<file path="src/design/iae_pkg.sv">
// Purpose: constants for the register add decode/execute block
// Assumes: 32-bit instruction words, plain register port
// Notes:   all offsets and fields, and the ctrl and mask reset values, live here
//
// Overview of operation
// - accepted instruction words are 32 bits and word aligned.
// - every mandatory-class instruction is always present.
// - optional-class instructions may be built in, partly, or left out.
// - add is major 0x38, sub 0x0, function 0x0; bits 10, 7:4 reserved.
// - destination bits 25:21, first source 20:16, second 15:11.
// - destination gets the sum of both source registers.
// - 32-bit build adds bits 31:0 into bits 31:0.
// - 64-bit build adds bits 63:0 into bits 63:0.
// - carry_flag set on unsigned overflow of the sum.
// - signed_wrap_flag set on signed overflow of the sum.
// - range trap on signed overflow when both enables are set.
// - range trap on carry when range and unsigned enables are set.
// - register add is mandatory, so it is always supported.

package iae_pkg;

  // ***********************************************************
  // register offsets
  // ***********************************************************
  localparam logic [7:0] IAE_CTRL_OFS  = 8'h00;
  localparam logic [7:0] IAE_FLAGS_OFS = 8'h04;
  localparam logic [7:0] IAE_STAT_OFS  = 8'h08;
  localparam logic [7:0] IAE_MASK_OFS  = 8'h0C;
  localparam logic [7:0] IAE_COUNT_OFS = 8'h10;

  // ***********************************************************
  // register fields and reset values
  // ***********************************************************
  localparam int IAE_CTRL_W        = 3;
  localparam int IAE_CTRL_RANGE    = 0;
  localparam int IAE_CTRL_SIGNED   = 1;
  localparam int IAE_CTRL_UNSIGNED = 2;
  localparam int IAE_FLAG_CY       = 0;
  localparam int IAE_FLAG_OV       = 1;
  localparam int IAE_IRQ_W         = 2;
  localparam int IAE_IRQ_RANGE     = 0;
  localparam int IAE_IRQ_REJECT    = 1;
  localparam logic [2:0] IAE_CTRL_RST = 3'h0;
  localparam logic [1:0] IAE_MASK_RST = 2'h0;

  // ***********************************************************
  // instruction word layout
  // ***********************************************************
  localparam int IAE_MAJ_LO     = 26;
  localparam int IAE_MAJ_W      = 6;
  localparam int IAE_DST_LO     = 21;
  localparam int IAE_SRA_LO     = 16;
  localparam int IAE_SRB_LO     = 11;
  localparam int IAE_SUB_LO     = 8;
  localparam int IAE_SUB_W      = 2;
  localparam int IAE_FN_LO      = 0;
  localparam int IAE_FN_W       = 4;
  localparam int IAE_IDX_W      = 5;
  localparam int IAE_ALIGN_BITS = 2;
  localparam logic [5:0] IAE_OPC_MAJOR = 6'h38;
  localparam logic [1:0] IAE_OPC_SUB   = 2'h0;
  localparam logic [3:0] IAE_FN_ADD    = 4'h0;
  localparam logic [3:0] IAE_FN_ADDC   = 4'h1;

endpackage

</file>
<file path="src/design/iae_core.sv">
// Purpose: decode and execute the register-to-register add
// Assumes: operands arrive with the instruction from issue
// Notes:   one cycle from issue to writeback, no stalls
//
// Design decisions made here: the strobed register port and the placing of the registers.

`timescale 1ns/1ps
`default_nettype none

module iae_core import iae_pkg::*; #(
  parameter int XLEN     = 32,
  parameter int ADDR_W   = 32,
  parameter bit HAS_ADDC = 1'b0
) (
  input  wire logic              clk_i,
  input  wire logic              reset_n_i,
  input  wire logic              ce_i,
  input  wire logic              issue_valid_i,
  input  wire logic [31:0]       instr_i,
  input  wire logic [ADDR_W-1:0] instr_addr_i,
  input  wire logic [XLEN-1:0]   src_a_val_i,
  input  wire logic [XLEN-1:0]   src_b_val_i,
  output logic                   wb_valid_o,
  output logic [4:0]             wb_dest_o,
  output logic [XLEN-1:0]        wb_data_o,
  output logic [4:0]             src_a_idx_o,
  output logic [4:0]             src_b_idx_o,
  output logic                   carry_flag_o,
  output logic                   signed_wrap_flag_o,
  output logic                   range_exc_o,
  output logic                   reject_o,
  input  wire logic [7:0]        reg_addr_i,
  input  wire logic [31:0]       reg_wdata_i,
  input  wire logic              reg_wr_i,
  input  wire logic              reg_rd_i,
  output logic [31:0]            reg_rdata_o,
  output logic                   irq_o
);

  // ***********************************************************
  // state
  // ***********************************************************
  typedef struct packed {
    logic                  wb_valid;
    logic [IAE_IDX_W-1:0]  dest;
    logic [XLEN-1:0]       data;
    logic [IAE_IDX_W-1:0]  ia;
    logic [IAE_IDX_W-1:0]  ib;
    logic                  cy;
    logic                  ov;
    logic                  rexc;
    logic                  rej;
    logic [IAE_CTRL_W-1:0] ctrl;
    logic [IAE_IRQ_W-1:0]  stat;
    logic [IAE_IRQ_W-1:0]  mask;
    logic [31:0]           cnt;
    logic [31:0]           rdata;
    logic                  irq;
  } iae_state_t;

  iae_state_t s_r;
  iae_state_t s_nxt;

  // ***********************************************************
  // helpers
  // ***********************************************************
  // register-format match on major, sub and function fields
  function automatic logic iae_is_rr(input logic [31:0] w,
                                     input logic [3:0]  fn);
    return (w[IAE_MAJ_LO +: IAE_MAJ_W] == IAE_OPC_MAJOR) &&
           (w[IAE_SUB_LO +: IAE_SUB_W] == IAE_OPC_SUB) &&
           (w[IAE_FN_LO +: IAE_FN_W] == fn);
  endfunction

  // five-bit register index at a given position
  function automatic logic [4:0] iae_idx(input logic [31:0] w,
                                         input int          lo);
    return w[lo +: IAE_IDX_W];
  endfunction

  logic            is_add;
  logic            is_addc;
  logic            misalign;
  logic            take;
  logic            cin;
  logic [XLEN:0]   sum;
  logic            ovf;
  logic            trap;
  logic [IAE_IRQ_W-1:0] ev;
  logic            stat_rd;

  // ***********************************************************
  // next-state logic
  // ***********************************************************
  always_comb begin
    s_nxt = s_r;
    // reserved bits 10 and 7:4 are ignored, not checked
    is_add  = iae_is_rr(instr_i, IAE_FN_ADD);
    // the carry form is optional and only built on request
    is_addc = HAS_ADDC && iae_is_rr(instr_i, IAE_FN_ADDC);
    // low address bits must be zero for a word fetch
    misalign = instr_addr_i[IAE_ALIGN_BITS-1:0] != '0;
    take = issue_valid_i && !misalign && (is_add || is_addc);
    cin  = is_addc && s_r.cy;
    // one extra bit catches the unsigned carry out
    sum = {1'b0, src_a_val_i} + {1'b0, src_b_val_i}
        + {{XLEN{1'b0}}, cin};
    // signed wrap: equal operand signs, differing result sign
    ovf = (src_a_val_i[XLEN-1] == src_b_val_i[XLEN-1]) &&
          (sum[XLEN-1] != src_a_val_i[XLEN-1]);
    trap = s_r.ctrl[IAE_CTRL_RANGE] &&
           ((s_r.ctrl[IAE_CTRL_SIGNED] && ovf) ||
            (s_r.ctrl[IAE_CTRL_UNSIGNED] && sum[XLEN]));

    // writeback and pulses last exactly one cycle
    s_nxt.wb_valid = take;
    s_nxt.rexc     = take && trap;
    s_nxt.rej      = issue_valid_i && !take;
    if (take) begin
      s_nxt.dest = iae_idx(instr_i, IAE_DST_LO);
      s_nxt.ia   = iae_idx(instr_i, IAE_SRA_LO);
      s_nxt.ib   = iae_idx(instr_i, IAE_SRB_LO);
      s_nxt.data = sum[XLEN-1:0];
      // both flags rewritten, so a clean add clears them
      s_nxt.cy   = sum[XLEN];
      s_nxt.ov   = ovf;
      s_nxt.cnt  = s_r.cnt + 32'h0000_0001;
    end

    // software writes
    if (reg_wr_i) begin
      case (reg_addr_i)
        IAE_CTRL_OFS: s_nxt.ctrl = reg_wdata_i[IAE_CTRL_W-1:0];
        IAE_MASK_OFS: s_nxt.mask = reg_wdata_i[IAE_IRQ_W-1:0];
        default: ;
      endcase
    end

    // read data stands only in the cycle after the strobe
    s_nxt.rdata = 32'h0000_0000;
    if (reg_rd_i) begin
      case (reg_addr_i)
        IAE_CTRL_OFS:
          s_nxt.rdata = {{(32-IAE_CTRL_W){1'b0}}, s_r.ctrl};
        IAE_FLAGS_OFS: begin
          s_nxt.rdata[IAE_FLAG_CY] = s_r.cy;
          s_nxt.rdata[IAE_FLAG_OV] = s_r.ov;
        end
        IAE_STAT_OFS:
          s_nxt.rdata = {{(32-IAE_IRQ_W){1'b0}}, s_r.stat};
        IAE_MASK_OFS:
          s_nxt.rdata = {{(32-IAE_IRQ_W){1'b0}}, s_r.mask};
        IAE_COUNT_OFS: s_nxt.rdata = s_r.cnt;
        default: s_nxt.rdata = 32'h0000_0000;
      endcase
    end

    // sticky events; a new event beats the read clear
    ev = '0;
    ev[IAE_IRQ_RANGE]  = s_nxt.rexc;
    ev[IAE_IRQ_REJECT] = s_nxt.rej;
    stat_rd = reg_rd_i && (reg_addr_i == IAE_STAT_OFS);
    s_nxt.stat = (stat_rd ? '0 : s_r.stat) | ev;
    // taken from next state so irq leaves a flop with no lag
    s_nxt.irq = |(s_nxt.stat & s_nxt.mask);
  end

  // ***********************************************************
  // registers
  // ***********************************************************
  // clock enable low freezes every bit of state
  always_ff @(posedge clk_i or negedge reset_n_i) begin
    if (!reset_n_i) begin
      s_r      <= '0;
      s_r.ctrl <= IAE_CTRL_RST;
      s_r.mask <= IAE_MASK_RST;
    end else if (ce_i) begin
      s_r <= s_nxt;
    end
  end

  // ***********************************************************
  // outputs
  // ***********************************************************
  // every output is a field of the registered state
  assign wb_valid_o         = s_r.wb_valid;
  assign wb_dest_o          = s_r.dest;
  assign wb_data_o          = s_r.data;
  assign src_a_idx_o        = s_r.ia;
  assign src_b_idx_o        = s_r.ib;
  assign carry_flag_o       = s_r.cy;
  assign signed_wrap_flag_o = s_r.ov;
  assign range_exc_o        = s_r.rexc;
  assign reject_o           = s_r.rej;
  assign reg_rdata_o        = s_r.rdata;
  assign irq_o              = s_r.irq;

  // ***********************************************************
  // checks
  // ***********************************************************
  // independent reference sum without carry-in
  logic [XLEN:0] h_sum;
  logic          h_add;
  logic          h_ov;
  assign h_sum = {1'b0, src_a_val_i} + {1'b0, src_b_val_i};
  assign h_add = ce_i && issue_valid_i && is_add && !misalign;
  assign h_ov  = (src_a_val_i[XLEN-1] == src_b_val_i[XLEN-1]) &&
                 (h_sum[XLEN-1] != src_a_val_i[XLEN-1]);
endmodule

`default_nettype wire

</file>
<file path="config.mk">
export PLATFORM = sky130hd
export DESIGN_NAME = iae_core
export DESIGN_NICKNAME = d
export VERILOG_FILES = /design/src/design/iae_pkg.sv /design/src/design/iae_core.sv
export SDC_FILE = /design/constraint.sdc
export NUM_CORES = 1
export LEC_CHECK = 0
export ABC_AREA = 1
export BUFFER_PORTS_ARGS = -buffer_cell sky130_fd_sc_hd__buf_4
export CAP_MARGIN = 30
export CORE_ASPECT_RATIO = 0.75
export CORE_MARGIN = 3
export CORE_UTILIZATION = 48
export CTS_CLUSTER_SIZE = 24
export DETAILED_ROUTE_END_ITERATION = 8
export PLACE_DENSITY = 0.75
export SYNTH_ARGS = -nofsm -noshare
export SYNTH_HDL_FRONTEND = slang
export SYNTH_SLANG_ARGS = --single-unit
</file>
<file path="constraint.sdc">
create_clock -name clk_i -period 4.4 [get_ports clk_i]
set_clock_uncertainty 0.15 [all_clocks]
set_input_delay 0.66 -clock clk_i [delete_from_list [all_inputs] [get_ports clk_i]]
set_output_delay 0.66 -clock clk_i [all_outputs]
set_load 0.005 [all_outputs]
</file>
# Word-level counts from Yosys, hierarchy flattened
# Index checks and enable logic that the tools add are counted.
[word_totals]
reg_bits = 124
output_inout_bits = 85
word_cells = 53
[classes]
addsub = 2
n_eq_ne = 7
n_mux = 6
bitwise = 2
n_reduce_logical = 21
[ops]
columns = ["operator", "count"]
rows = [
  ["$pmux 30 s2", 1],
  ["$add 32x32->33", 1],
  ["$add 32x1->32 const B", 1],
  ["$mux 32", 1],
  ["$eq 8x4->1 const B", 2],
  ["$logic_and 1x1->1", 11],
  ["$pmux 2 s5", 1],
  ["$eq 8x3->1 const B", 1],
  ["$eq 8x5->1 const B", 1],
  ["$logic_not 8->1", 1],
  ["$eq 6x6->1 const B", 1],
  ["$mux 2", 3],
  ["$logic_not 4->1", 1],
  ["$reduce_and 3->1", 1],
  ["$and 2x2->2", 1],
  ["$logic_not 1->1", 2],
  ["$logic_not 2->1", 1],
  ["$or 2x2->2", 1],
  ["$reduce_and 2->1", 1],
  ["$reduce_bool 2->1", 1],
  ["$reduce_or 2->1", 1],
  ["$eq 1x1->1", 1],
  ["$logic_or 1x1->1", 1],
  ["$ne 1x1->1", 1],
]

# Logic depth before layout (Yosys ltp)
# Gate-level depths: netlist of run 1.
[depth]
ltp_word = 10
depth_mapped = 16
mapped_depth_nobuf = 16

# Worst setup path before layout of run 1
# No wires, ideal clock.
[synth_timing]
kind = "input to register"
from = "input port src_a_val_i[0]"
to = "register s_r[67] in the netlist's numbering"
setup_time_ns = 0.066
arrival_ns = 2.271
required_ns = 4.184
setup_slack_ns = 1.914
stages = 16
n_path_buf = 0
cell_sequence = "ha_1 > inv_1 > fa_1 > o21ai_2 > nand2_2 > nand2_2 > nand2_2 > o21ai_4 > nand2_2 > nand2_2 > nand2_2 > nand2_2 > nand2_2 > nand2_2 > nand2_1 > nand2_1"
[synth_via]
elab_chain_len = 8
elab_cells_between_ends = 9
[synth_lines]
columns = ["item", "line_no", "rtl"]
rows = [
  ["start: declaration", "iae_core.sv:21", "input wire logic [XLEN-1:0] src_a_val_i,"],
  ["$add 32x32->33 (*)", "n/a", ""],
  ["$ne 1x1->1", "iae_core.sv:110", "(sum[XLEN-1] != src_a_val_i[XLEN-1]);"],
  ["$logic_and 1x1->1", "iae_core.sv:109", "ovf = (src_a_val_i[XLEN-1] == src_b_val_i[XLEN-1]) &&"],
  ["$logic_and 1x1->1", "iae_core.sv:112", "((s_r.ctrl[IAE_CTRL_SIGNED] && ovf) ||"],
  ["$logic_or 1x1->1 (*)", "iae_core.sv:112", ""],
  ["$logic_and 1x1->1 (*)", "iae_core.sv:111", "trap = s_r.ctrl[IAE_CTRL_RANGE] &&"],
  ["$logic_and 1x1->1 (*)", "iae_core.sv:117", "s_nxt.rexc = take && trap;"],
  ["$or 2x2->2 (*)", "iae_core.sv:163", "s_nxt.stat = (stat_rd ? '0 : s_r.stat) | ev;"],
  ["end signal: assignment", "iae_core.sv:178", "s_r <= s_nxt;"],
  ["end: declaration", "iae_core.sv:61", "iae_state_t s_r;"],
]
# Every way passes the cells marked *; elsewhere a longest branch is shown, timed or not.
# A chain may end at the register's enable or synchronous reset.

# Worst setup path in the final report of run 1
[layout_timing]
from = "input port src_a_val_i[0]"
to = "register s_r (netlist bit wb_data_o[30])"
[layout_via]
elab_chain_len = 1
[layout_lines]
columns = ["item"]
rows = [
  ["$add 32x32->33"],
]
# Every way passes these cells.

==> results.json, run 1 <==
{
  "final_common_cell": "nand2_1",
  "yosysTopAreaCell": "dfrtp_1",
  "drv_slew": 0,
  "p_clk_share_pct": 46.3,
  "synth_edf_count": 0,
  "final_cell_mix": "nand2_1, buf_4, dfrtp_1",
  "via_per_inst": 5.19,
  "yosys-top-cells-area": "dfrtp_1, nand2_1, buf_4, ha_1, inv_1",
  "cp_max_fo": 3,
  "drive_above_1_share_pct": 22.6,
  "syn_inst": 1072,
  "grt_pass1_wl_mm": 35.3,
  "synthFlopType": "dfrtp_1",
  "cts_hold_buffers": 0,
  "combPwrFrac_pct": 14.9,
  "grt_antenna_before_repair": 0,
  "design_area_um2": 9880,
  "wl_mm": 21.7,
  "io_pins": 259,
  "cts_buffers": 17,
  "status": "complete, no violations",
  "max_freq_ghz": 0.407,
  "synth-seq-cells": 124,
  "setup_viol": 0,
  "synth-xor-area-share_pct": 5.26,
  "crit_arrival_ps": 2610,
  "initial_utilization_pct": 50.0,
  "finalCritPeriodShare_pct": 55.8,
  "worst_ep_required_time_ps": 4550,
  "track_usage_pct": 23.6,
  "rows": 40,
  "dpl-instance-area_um2": 9270,
  "worst_pin_slew_ps": 833,
  "clock_latency_ps": 410,
  "dieHeight_um": 119,
  "power_frac_seq_pct": 38.8,
  "grt_pass1_vias": 7174,
  "slowest_stage": "fa_1",
  "async_flop_share_pct": 100,
  "h-tree-depth": 4,
  "swShare_pct": 26.2,
  "seq_area_frac_synth_pct": 38.0,
  "final_hold_viol_count": 0,
  "hp-class": "in -> reg",
  "internal-power_uw": 2190,
  "ant_nets": 0,
  "rsz0062_at_grt": "false",
  "path_cells": "buf_4 > ha_1 > inv_1 > fa_1 > o21ai_2 > a21oi_2 > o21ai_1 > nand2_1 > nand3_1 > nand3_1 > nand2_1 > nand2_1 > nand3_1 > nand2_1",
  "power_density_nw_per_um2": 301,
  "cts_tree": "yes",
  "synth_top_area_share_pct": 38.0,
  "die_w_um": 157,
  "max_stage_delay_ps": 410,
  "synthMuxAreaShare_pct": 0.414,
  "clockBufferDepth": 2,
  "nets": 1398,
  "synth_area_um2": 8160,
  "critPathTopFamily": "simple AND/OR/NAND/NOR gates",
  "grt_overflow_total": 0,
  "yosys_warnings": 0,
  "syn_nets": 1280,
  "io_buffers": 194,
  "synth_compound_area_share_pct": 10.6,
  "maxCapViolations": 0,
  "yosys.area_share.adder_pct": 5.30,
  "drt-initial-drc-count": 564,
  "crit_path_end_kind": "flop",
  "ctsRootBufferMaster": "clkbuf_16",
  "place.gp.congestion": 0.962,
  "clk_pin_slew_ps": 60,
  "grt_max_degree": 78,
  "cts.sinks": 124,
  "path_class": "in -> reg",
  "cts_setup_buffers": 0,
  "vias": 7333,
  "cts_resized": 0,
  "slew_headroom_pct": 44.4,
  "layout-area-overhead-vs-synth_pct": 21.1,
  "routedWlPerCell_um": 15.4,
  "setup.worst_path.start_class": "input port",
  "syn_avg_cell_area_um2": 7.61,
  "period_needed_ps": 2460,
  "dp_hpwl_mm": 16.6,
  "drt-pass1-iter-count": 6,
  "synth_top_family_by_area": "simple AND/OR/NAND/NOR gates",
  "fp.dieArea_um2": 18600,
  "synth.distinct_cells": 49,
  "fp.coreArea_um2": 16300,
  "tns_ps": 0,
  "net-switching-power_uw": 781,
  "filler_cell_count": 1501,
  "timing.critical_path.mode_cell": "nand2_1",
  "diodes": 0,
  "p_leak_uw": 0.00517,
  "finalNonFillerCells": 1412,
  "yosys.area_share.simple_pct": 27.0,
  "drc_errors": 0,
  "dp.cells": 1379,
  "peakVddDrop_mv": 0.201,
  "critPathBufInv": 2
}
==> sequential cells by signal (all words and copies together), names as in the netlist, 5 cells and up <==
signal and cells:
s_r 39, wb_dest_o 5, wb_data_o 32, reg_rdata_o 32, src_a_idx_o 5, src_b_idx_o 5
==> cells in the mapped netlist, types with 4 or more instances <==
master,number
nor2_1,64
a21o_1,7
inv_2,8
inv_1,95
nor4_1,9
buf_4,79
a31oi_1,4
nand4_1,16
xor2_1,38
nand2_2,13
o31ai_1,26
nand3_1,37
o21ai_0,48
clkbuf_1,20
o21bai_1,6
a21oi_1,27
nor3_1,31
or2_1,7
dfrtp_1,124
o21ai_1,12
xnor2_1,11
ha_1,33
nand2_1,316
==> path summary, 6_finish.rpt <==
kind	cells after the start	slack, ps	start	to
max	14	1940	src_a_val_i[0]	wb_data_o[30]$_DFFE_PN0P_
min	3	290	instr_i[14]	src_b_idx_o[3]$_DFFE_PN0P_
max reg2reg	8	2320	s_r[33]$_DFFE_PN0P_	s_r[57]$_DFFE_PN0P_
min reg2reg	2	330	wb_dest_o[1]$_DFFE_PN0P_	wb_dest_o[1]$_DFFE_PN0P_
max in group asynchronous	4	2660	reset_n_i	wb_data_o[7]$_DFFE_PN0P_
min in group asynchronous	2	460	reset_n_i	reg_rdata_o[14]$_DFFE_PN0P_
==> stage by stage <==
stage,setup slack (ps),hold WS (ps),utilization [%],total power [uW]
after floorplan,1910,214,-,1430
after global placement,1550,313,56.5,1600
after detailed placement,1520,316,56.8,1610
after CTS,1960,269,60.3,2990
after global routing,1750,270,60.6,3110
final,1940,289,60.6,2980
==> routing by layer <==
layer / share of wire (%) / GRT usage, % / up-vias / routed length [um]
met5: 0 / 0 / - / 0
li1: - / - / 3642 / -
met1: 48 / 34.5 / 3433 / 10400
met2: 44 / 34.7 / 242 / 9560
met3: 7.1 / 6.39 / 16 / 1540
met4: 1.2 / 5.69 / 0 / 255
==> worst reg2reg max path, stage by stage (launching register included) <==
cell and delay [ps]:
dfrtp_1 430, ha_1 280, inv_1 80, nor2_1 160, nand2_1 100, nor4_1 470
xor2_1 130, nand2_1 80, o21ai_0 70
==> logic make-up after synthesis <==
family,count (synthesis)
simple gates,510
buf+inv,208
compound gates,144
flops,124
xor+xnor,49
fa+ha+maj,34
mux,3
==> power groups by stage <==
| stage | registers, uW | logic, uW | clock network [uW] |
|---|---|---|---|
| after global routing | 1150 | 499 | 1460 |
| after CTS | 1150 | 438 | 1400 |
| after global placement | 1170 | 427 | 0 |
| final | 1150 | 444 | 1380 |
| after detailed placement | 1170 | 436 | 0 |
| after floorplan | 1170 | 254 | 0 |
==> layout make-up <==
| cell class | count | area [um2] | share of cell area, % |
|---|---|---|---|
| clock inverter | 11 | 119 | 1.20 |
| multi-input combinational | 740 | 3980 | 40.2 |
| tap | 210 | 263 | 2.66 |
| sequential | 124 | 3100 | 31.4 |
| clock buffer | 20 | 457 | 4.62 |
| inverter | 105 | 394 | 3.99 |
| timing repair buffer | 202 | 1570 | 15.9 |
Note: power is estimated with default switching activity, not from simulation.
==> run 2, diff against run 1 <==
- CORE_UTILIZATION: 48 -> 47
- PLACE_DENSITY: 0.75 -> 0.77
- clock period: 4.4 -> 2.2 ns (I/O delays scaled with it)
==> run 2 against run 1 <==
  * Non-clock buffer count grew 81
  * Cell count grew 6.1%
  * Global-route usage grew 0.15 points
  * Sequential share of layout area shrank 2.0 points
  * Critical path depth grew 1
  * Clock power grew 99%
  * Routed wire length grew 2.2%
  * Count of clock-buffer cells in the layout grew 1
  * Critical path type unchanged
  * Largest cell class unchanged
==> results.json, run 2 (synthesized netlist as in run 1, its figures left out) <==
{
  "io_pins": 259,
  "r2r_slack_ps": 200,
  "design_area_um2": 10500,
  "peakVddDrop_mv": 0.342,
  "layout-area-overhead-vs-synth_pct": 29.1,
  "grt_overflow_total": 0,
  "setup_viol": 0,
  "wl_mm": 22.2,
  "final_common_cell": "nand2_1",
  "dp_hpwl_mm": 17.3,
  "grt_pass1_vias": 7435,
  "p_leak_uw": 0.00554,
  "drc_errors": 0,
  "die_w_um": 158,
  "initial_utilization_pct": 48.2,
  "maxCapViolations": 0,
  "cts_tree": "yes",
  "cp_max_fo": 4,
  "vias": 7704,
  "drt-initial-drc-count": 508,
  "fp.dieArea_um2": 19000,
  "nets": 1479,
  "tns_ps": 0,
  "grt_max_degree": 62,
  "ctsRootBufferMaster": "clkbuf_16",
  "worst_ep_required_time_ps": 2370,
  "regArea_um2": 3100,
  "final_hold_viol_count": 0,
  "multi_input_area_um2": 4000,
  "final_cell_mix": "nand2_1, buf_4, dfrtp_1",
  "clockBufferDepth": 2,
  "filler_cell_count": 1488,
  "fp.coreArea_um2": 16900,
  "drt-pass1-iter-count": 5,
  "place_ws_ps": -270,
  "track_usage_pct": 23.8,
  "place.gp.congestion": 0.944,
  "max_freq_ghz": 0.493,
  "largest_register": "s_r",
  "cts.sinks": 124,
  "path_class": "in -> reg",
  "grt_pass1_wl_mm": 36.2,
  "crit_arrival_ps": 2200,
  "via_per_inst": 5.14,
  "drive_above_1_share_pct": 26.4,
  "hp-class": "in -> reg",
  "status": "complete, no violations",
  "fin_ws_ps": 170,
  "worst_pin_slew_ps": 565,
  "period_needed_ps": 2030,
  "drv_slew": 0,
  "io_buffers": 194,
  "routedWlPerCell_um": 14.8,
  "clock_latency_ps": 410,
  "largest_reg_flops": 39,
  "slew_headroom_pct": 62.0,
  "rows": 41,
  "power_density_nw_per_um2": 580,
  "dpl-instance-area_um2": 9780,
  "clk_pin_slew_ps": 60,
  "finalCritPeriodShare_pct": 92.3,
  "crit_path_end_kind": "flop",
  "rsz0062_at_grt": "false",
  "cts_buffers": 17,
  "dieHeight_um": 120,
  "setup.worst_path.start_class": "input port",
  "h-tree-depth": 4,
  "grt_antenna_before_repair": 0,
  "ant_nets": 0,
  "diodes": 0
}
[run 2: cell types whose count changed in the layout (fill, tap and decap cells not counted), sizes merged]
cell	before	now
dlygate4sd3	1	16
clkinvlp	4	5
clkinv	5	3
buf	201	267
clkbuf	20	21
[run 2: through the flow]
stage | util (%) | power [uW] | hold WS, ps | cells
2_1_floorplan | - | 2860 | -116 | 1072
5_1_grt | 62.3 | 6380 | 1.42 | 1498
6_report | 62.3 | 6110 | 19.3 | 1498
3_3_place_gp | 57.8 | 3360 | 115 | 1451
4_1_cts | 62.1 | 6150 | 3.94 | 1498
3_5_place_dp | 57.8 | 3370 | 122 | 1451
[run 2: worst paths after layout]
| path | start | endpoint | depth (start not counted) |
|---|---|---|---|
| worst max register to register | s_r[43]$_DFFE_PN0P_ | s_r[58]$_DFFE_PN0P_ | 8 |
| worst min register to register | wb_data_o[17]$_DFFE_PN0P_ | wb_data_o[17]$_DFFE_PN0P_ | 2 |
| min in group asynchronous | reset_n_i | wb_dest_o[2]$_DFFE_PN0P_ | 2 |
| max in group asynchronous | reset_n_i | s_r[35]$_DFFE_PN0P_ | 3 |
| worst max-delay path | src_a_val_i[0] | range_exc_o$_DFFE_PN0P_ | 15 |
| worst min-delay path | reg_wdata_i[2] | s_r[71]$_DFFE_PN0P_ | 2 |
[run 2: layout make-up]
class                   count  share of cell area, %
well taps                 215                   2.55
flip-flops and latches    124                   29.4
inverters                 105                   3.74
repair buffers            283                   20.9
clock inverters            10                   1.10
multi-input cells         740                   37.9
clock buffers              21                   4.37
[run 2: repair_timing]
item | CTS | global route
endpoints found under the hold margin | 38 | 0
hold buffers | 16 | 0
setup endpoints to repair | 0 | 6
resized for setup | 0 | 3
setup buffers | 0 | 0
[run 2: routing by layer]
metal / share of wire [%] / track usage, %
met2: 44 / 35.9
met4: 1.8 / 7.09
met1: 48 / 34.4
met3: 6.8 / 4.76
met5: 0 / 0
[run 2: critical path: stages]
cell and delay, ps:
buf_4 80, ha_1 150, inv_1 50, fa_1 430, o21ai_4 240, nand2_2 70
nand2_2 100, nand2_2 80, o21ai_4 190, nand2_2 70, nand2_2 80, nand2_2 50
nand2_2 60, nand2_2 50, a21oi_1 160
[run 2: power breakdown]
part	internal, uW	total [uW]	switching [uW]
sequential	2300	2310	10.1
clock	1720	2740	1020
combinational	512	1060	547
==> run 3, diff against run 2 <==
- PLACE_DENSITY: 0.77 -> 0.88
==> run 3 against run 2 <==
  * Clock power increased by 4%
  * Combinational power about the same
  * Hold slack got worse by 2.1 ps
  * First-iteration DRC count increased by 25%
  * Critical endpoint is now s_r[67]$_DFFE_PN0P_
  * Sequential cell count unchanged
  * Largest power group unchanged
  * Largest cell class unchanged
==> results.json, run 3 (synthesized netlist as in run 1, its figures left out) <==
{
  "track_usage_pct": 24.2,
  "grt_antenna_before_repair": 0,
  "r2r_slack_ps": 220,
  "tns_ps": 0,
  "timing.critical_path.mode_cell": "nand2_2",
  "p_clk_share_pct": 45.6,
  "slowest_stage": "fa_1",
  "hp-class": "in -> reg",
  "drt-initial-drc-count": 637,
  "largest_register": "s_r",
  "net-switching-power_uw": 1620,
  "fp.coreArea_um2": 16900,
  "final_common_cell": "nand2_1",
  "clock_latency_ps": 410,
  "min_to": "s_r[70]$_DFFE_PN0P_",
  "cts_buffers": 17,
  "vias": 7742,
  "hold_ws_ps": 17.2,
  "clk_pin_slew_ps": 60,
  "drt-pass1-iter-count": 5,
  "place.gp.congestion": 0.923,
  "wl_mm": 22.7,
  "rows": 41,
  "nets": 1486,
  "ant_nets": 0,
  "r2r_cells": 9,
  "grt_max_degree": 83,
  "crit_arrival_ps": 2240,
  "power_density_nw_per_um2": 588,
  "via_per_inst": 5.14,
  "initial_utilization_pct": 48.2,
  "h-tree-depth": 4,
  "power_frac_seq_pct": 36.9,
  "drive_above_1_share_pct": 26.7,
  "final_hold_viol_count": 0,
  "drv_slew": 0,
  "total_power_uw": 6250,
  "final_cell_mix": "nand2_1, buf_4, dfrtp_1",
  "path_cells": "buf_4 > ha_1 > inv_1 > fa_1 > o21ai_4 > nand2_2 > nand2_2 > nand2_2 > o21ai_4 > nand2_2 > nand2_2 > nand2_2 > nand2_2 > nand2_2 > nand2_2 > nand2_1 > nand2_1",
  "cp_max_fo": 4,
  "grt_pass1_vias": 7597,
  "clockBufferDepth": 2,
  "routedWlPerCell_um": 15.1,
  "dp_hpwl_mm": 17.7,
  "drc_errors": 0,
  "rr_startpoint": "s_r[33]$_DFFE_PN0P_",
  "peakVddDrop_mv": 0.526,
  "status": "complete, no violations",
  "fin_util_pct": 62.8,
  "dieHeight_um": 120,
  "crit_path_end_kind": "flop",
  "worst_pin_slew_ps": 454,
  "cts_setup_buffers": 0,
  "combPwrFrac_pct": 17.4,
  "setup.worst_path.start_class": "input port",
  "largest_reg_flops": 39,
  "period_needed_ps": 2040,
  "worstReg2RegEnd": "s_r[50]$_DFFE_PN0P_",
  "p_leak_uw": 0.00560,
  "hp-start": "reg_wdata_i[1]",
  "die_w_um": 158,
  "slew_headroom_pct": 69.5,
  "grt_overflow_total": 0,
  "max_freq_ghz": 0.490,
  "setup_viol": 0,
  "io_pins": 259,
  "worst_ep_required_time_ps": 2400,
  "ctsRootBufferMaster": "clkbuf_16",
  "path_class": "in -> reg",
  "max_stage_delay_ps": 430,
  "cts.sinks": 124,
  "critPathBufInv": 2,
  "finalNonFillerCells": 1506,
  "io_buffers": 194,
  "cts_tree": "yes",
  "finalCritPeriodShare_pct": 92.8,
  "rsz0062_at_grt": "false",
  "dp.cells": 1456,
  "layout-area-overhead-vs-synth_pct": 30.3,
  "worstHoldPathCells": 2,
  "grt_pass1_wl_mm": 36.8,
  "fp.dieArea_um2": 19000,
  "internal-power_uw": 4630,
  "swShare_pct": 26.0,
  "critPathTopFamily": "simple AND/OR/NAND/NOR gates",
  "diodes": 0,
  "maxCapViolations": 0,
  "filler_cell_count": 1459
}
==> run 3: per-stage QoR <==
step	cell area, um2	setup WS (ps)
after floorplan	8160	43.5
after global routing	10600	22.0
after CTS	10600	165
final	10600	158
after global placement	9830	-224
after detailed placement	9830	-270
==> run 3: power groups by stage <==
stage	sequential, uW	clock (uW)	combinational (uW)
after global routing	2310	3010	1200
after floorplan	2350	0	509
after detailed placement	2350	0	1040
after global placement	2350	0	1020
after CTS	2310	2910	1080
final	2310	2850	1090
==> run 3: repair_timing <==
item | in CTS | in global routing
resized for setup | 0 | 1
endpoints found under the setup margin | 0 | 1
hold buffers | 18 | 0
endpoints found under the hold margin | 141 | 0
==> run 3: worst max path at each step <==
stage | start | endpoint | slack (ps) | cells after the start
after floorplan | src_a_val_i[0] | s_r[67]$_DFFE_PN0P_ | 40 | 16
after global placement | src_a_val_i[0] | s_r[67]$_DFFE_PN0P_ | -220 | 17
after detailed placement | src_a_val_i[0] | s_r[67]$_DFFE_PN0P_ | -270 | 17
after CTS | src_a_val_i[0] | s_r[67]$_DFFE_PN0P_ | 160 | 17
after global routing | s_r[34]$_DFFE_PN0P_ | s_r[50]$_DFFE_PN0P_ | 20 | 9
final | src_a_val_i[0] | s_r[67]$_DFFE_PN0P_ | 160 | 17
==> run 3: worst reg2reg max path: stages, from the launching register on <==
cell	delay [ps]
dfrtp_1	410
inv_2	80
nor3_2	260
inv_2	120
nor4_4	320
nand2_1	180
nor2_2	180
nand2_1	70
nand2_1	60
nand2_1	50
==> run 3: per-layer routing <==
layer	track usage (%)	part of all wire (%)
met2	40.5	47
met3	4.65	7.0
met1	33.0	45
met4	4.84	0.95
met5	0	0
==> run 3: layout make-up <==
cell class                 instances  area [um2]  area share [%]
sequential                       124        3100            29.2
clock inverter                    11         133            1.25
timing repair buffer             290        2270            21.4
inverter                         105         394            3.71
multi-input combinational        740        3980            37.5
clock buffer                      21         480            4.52
tap                              215         269            2.53
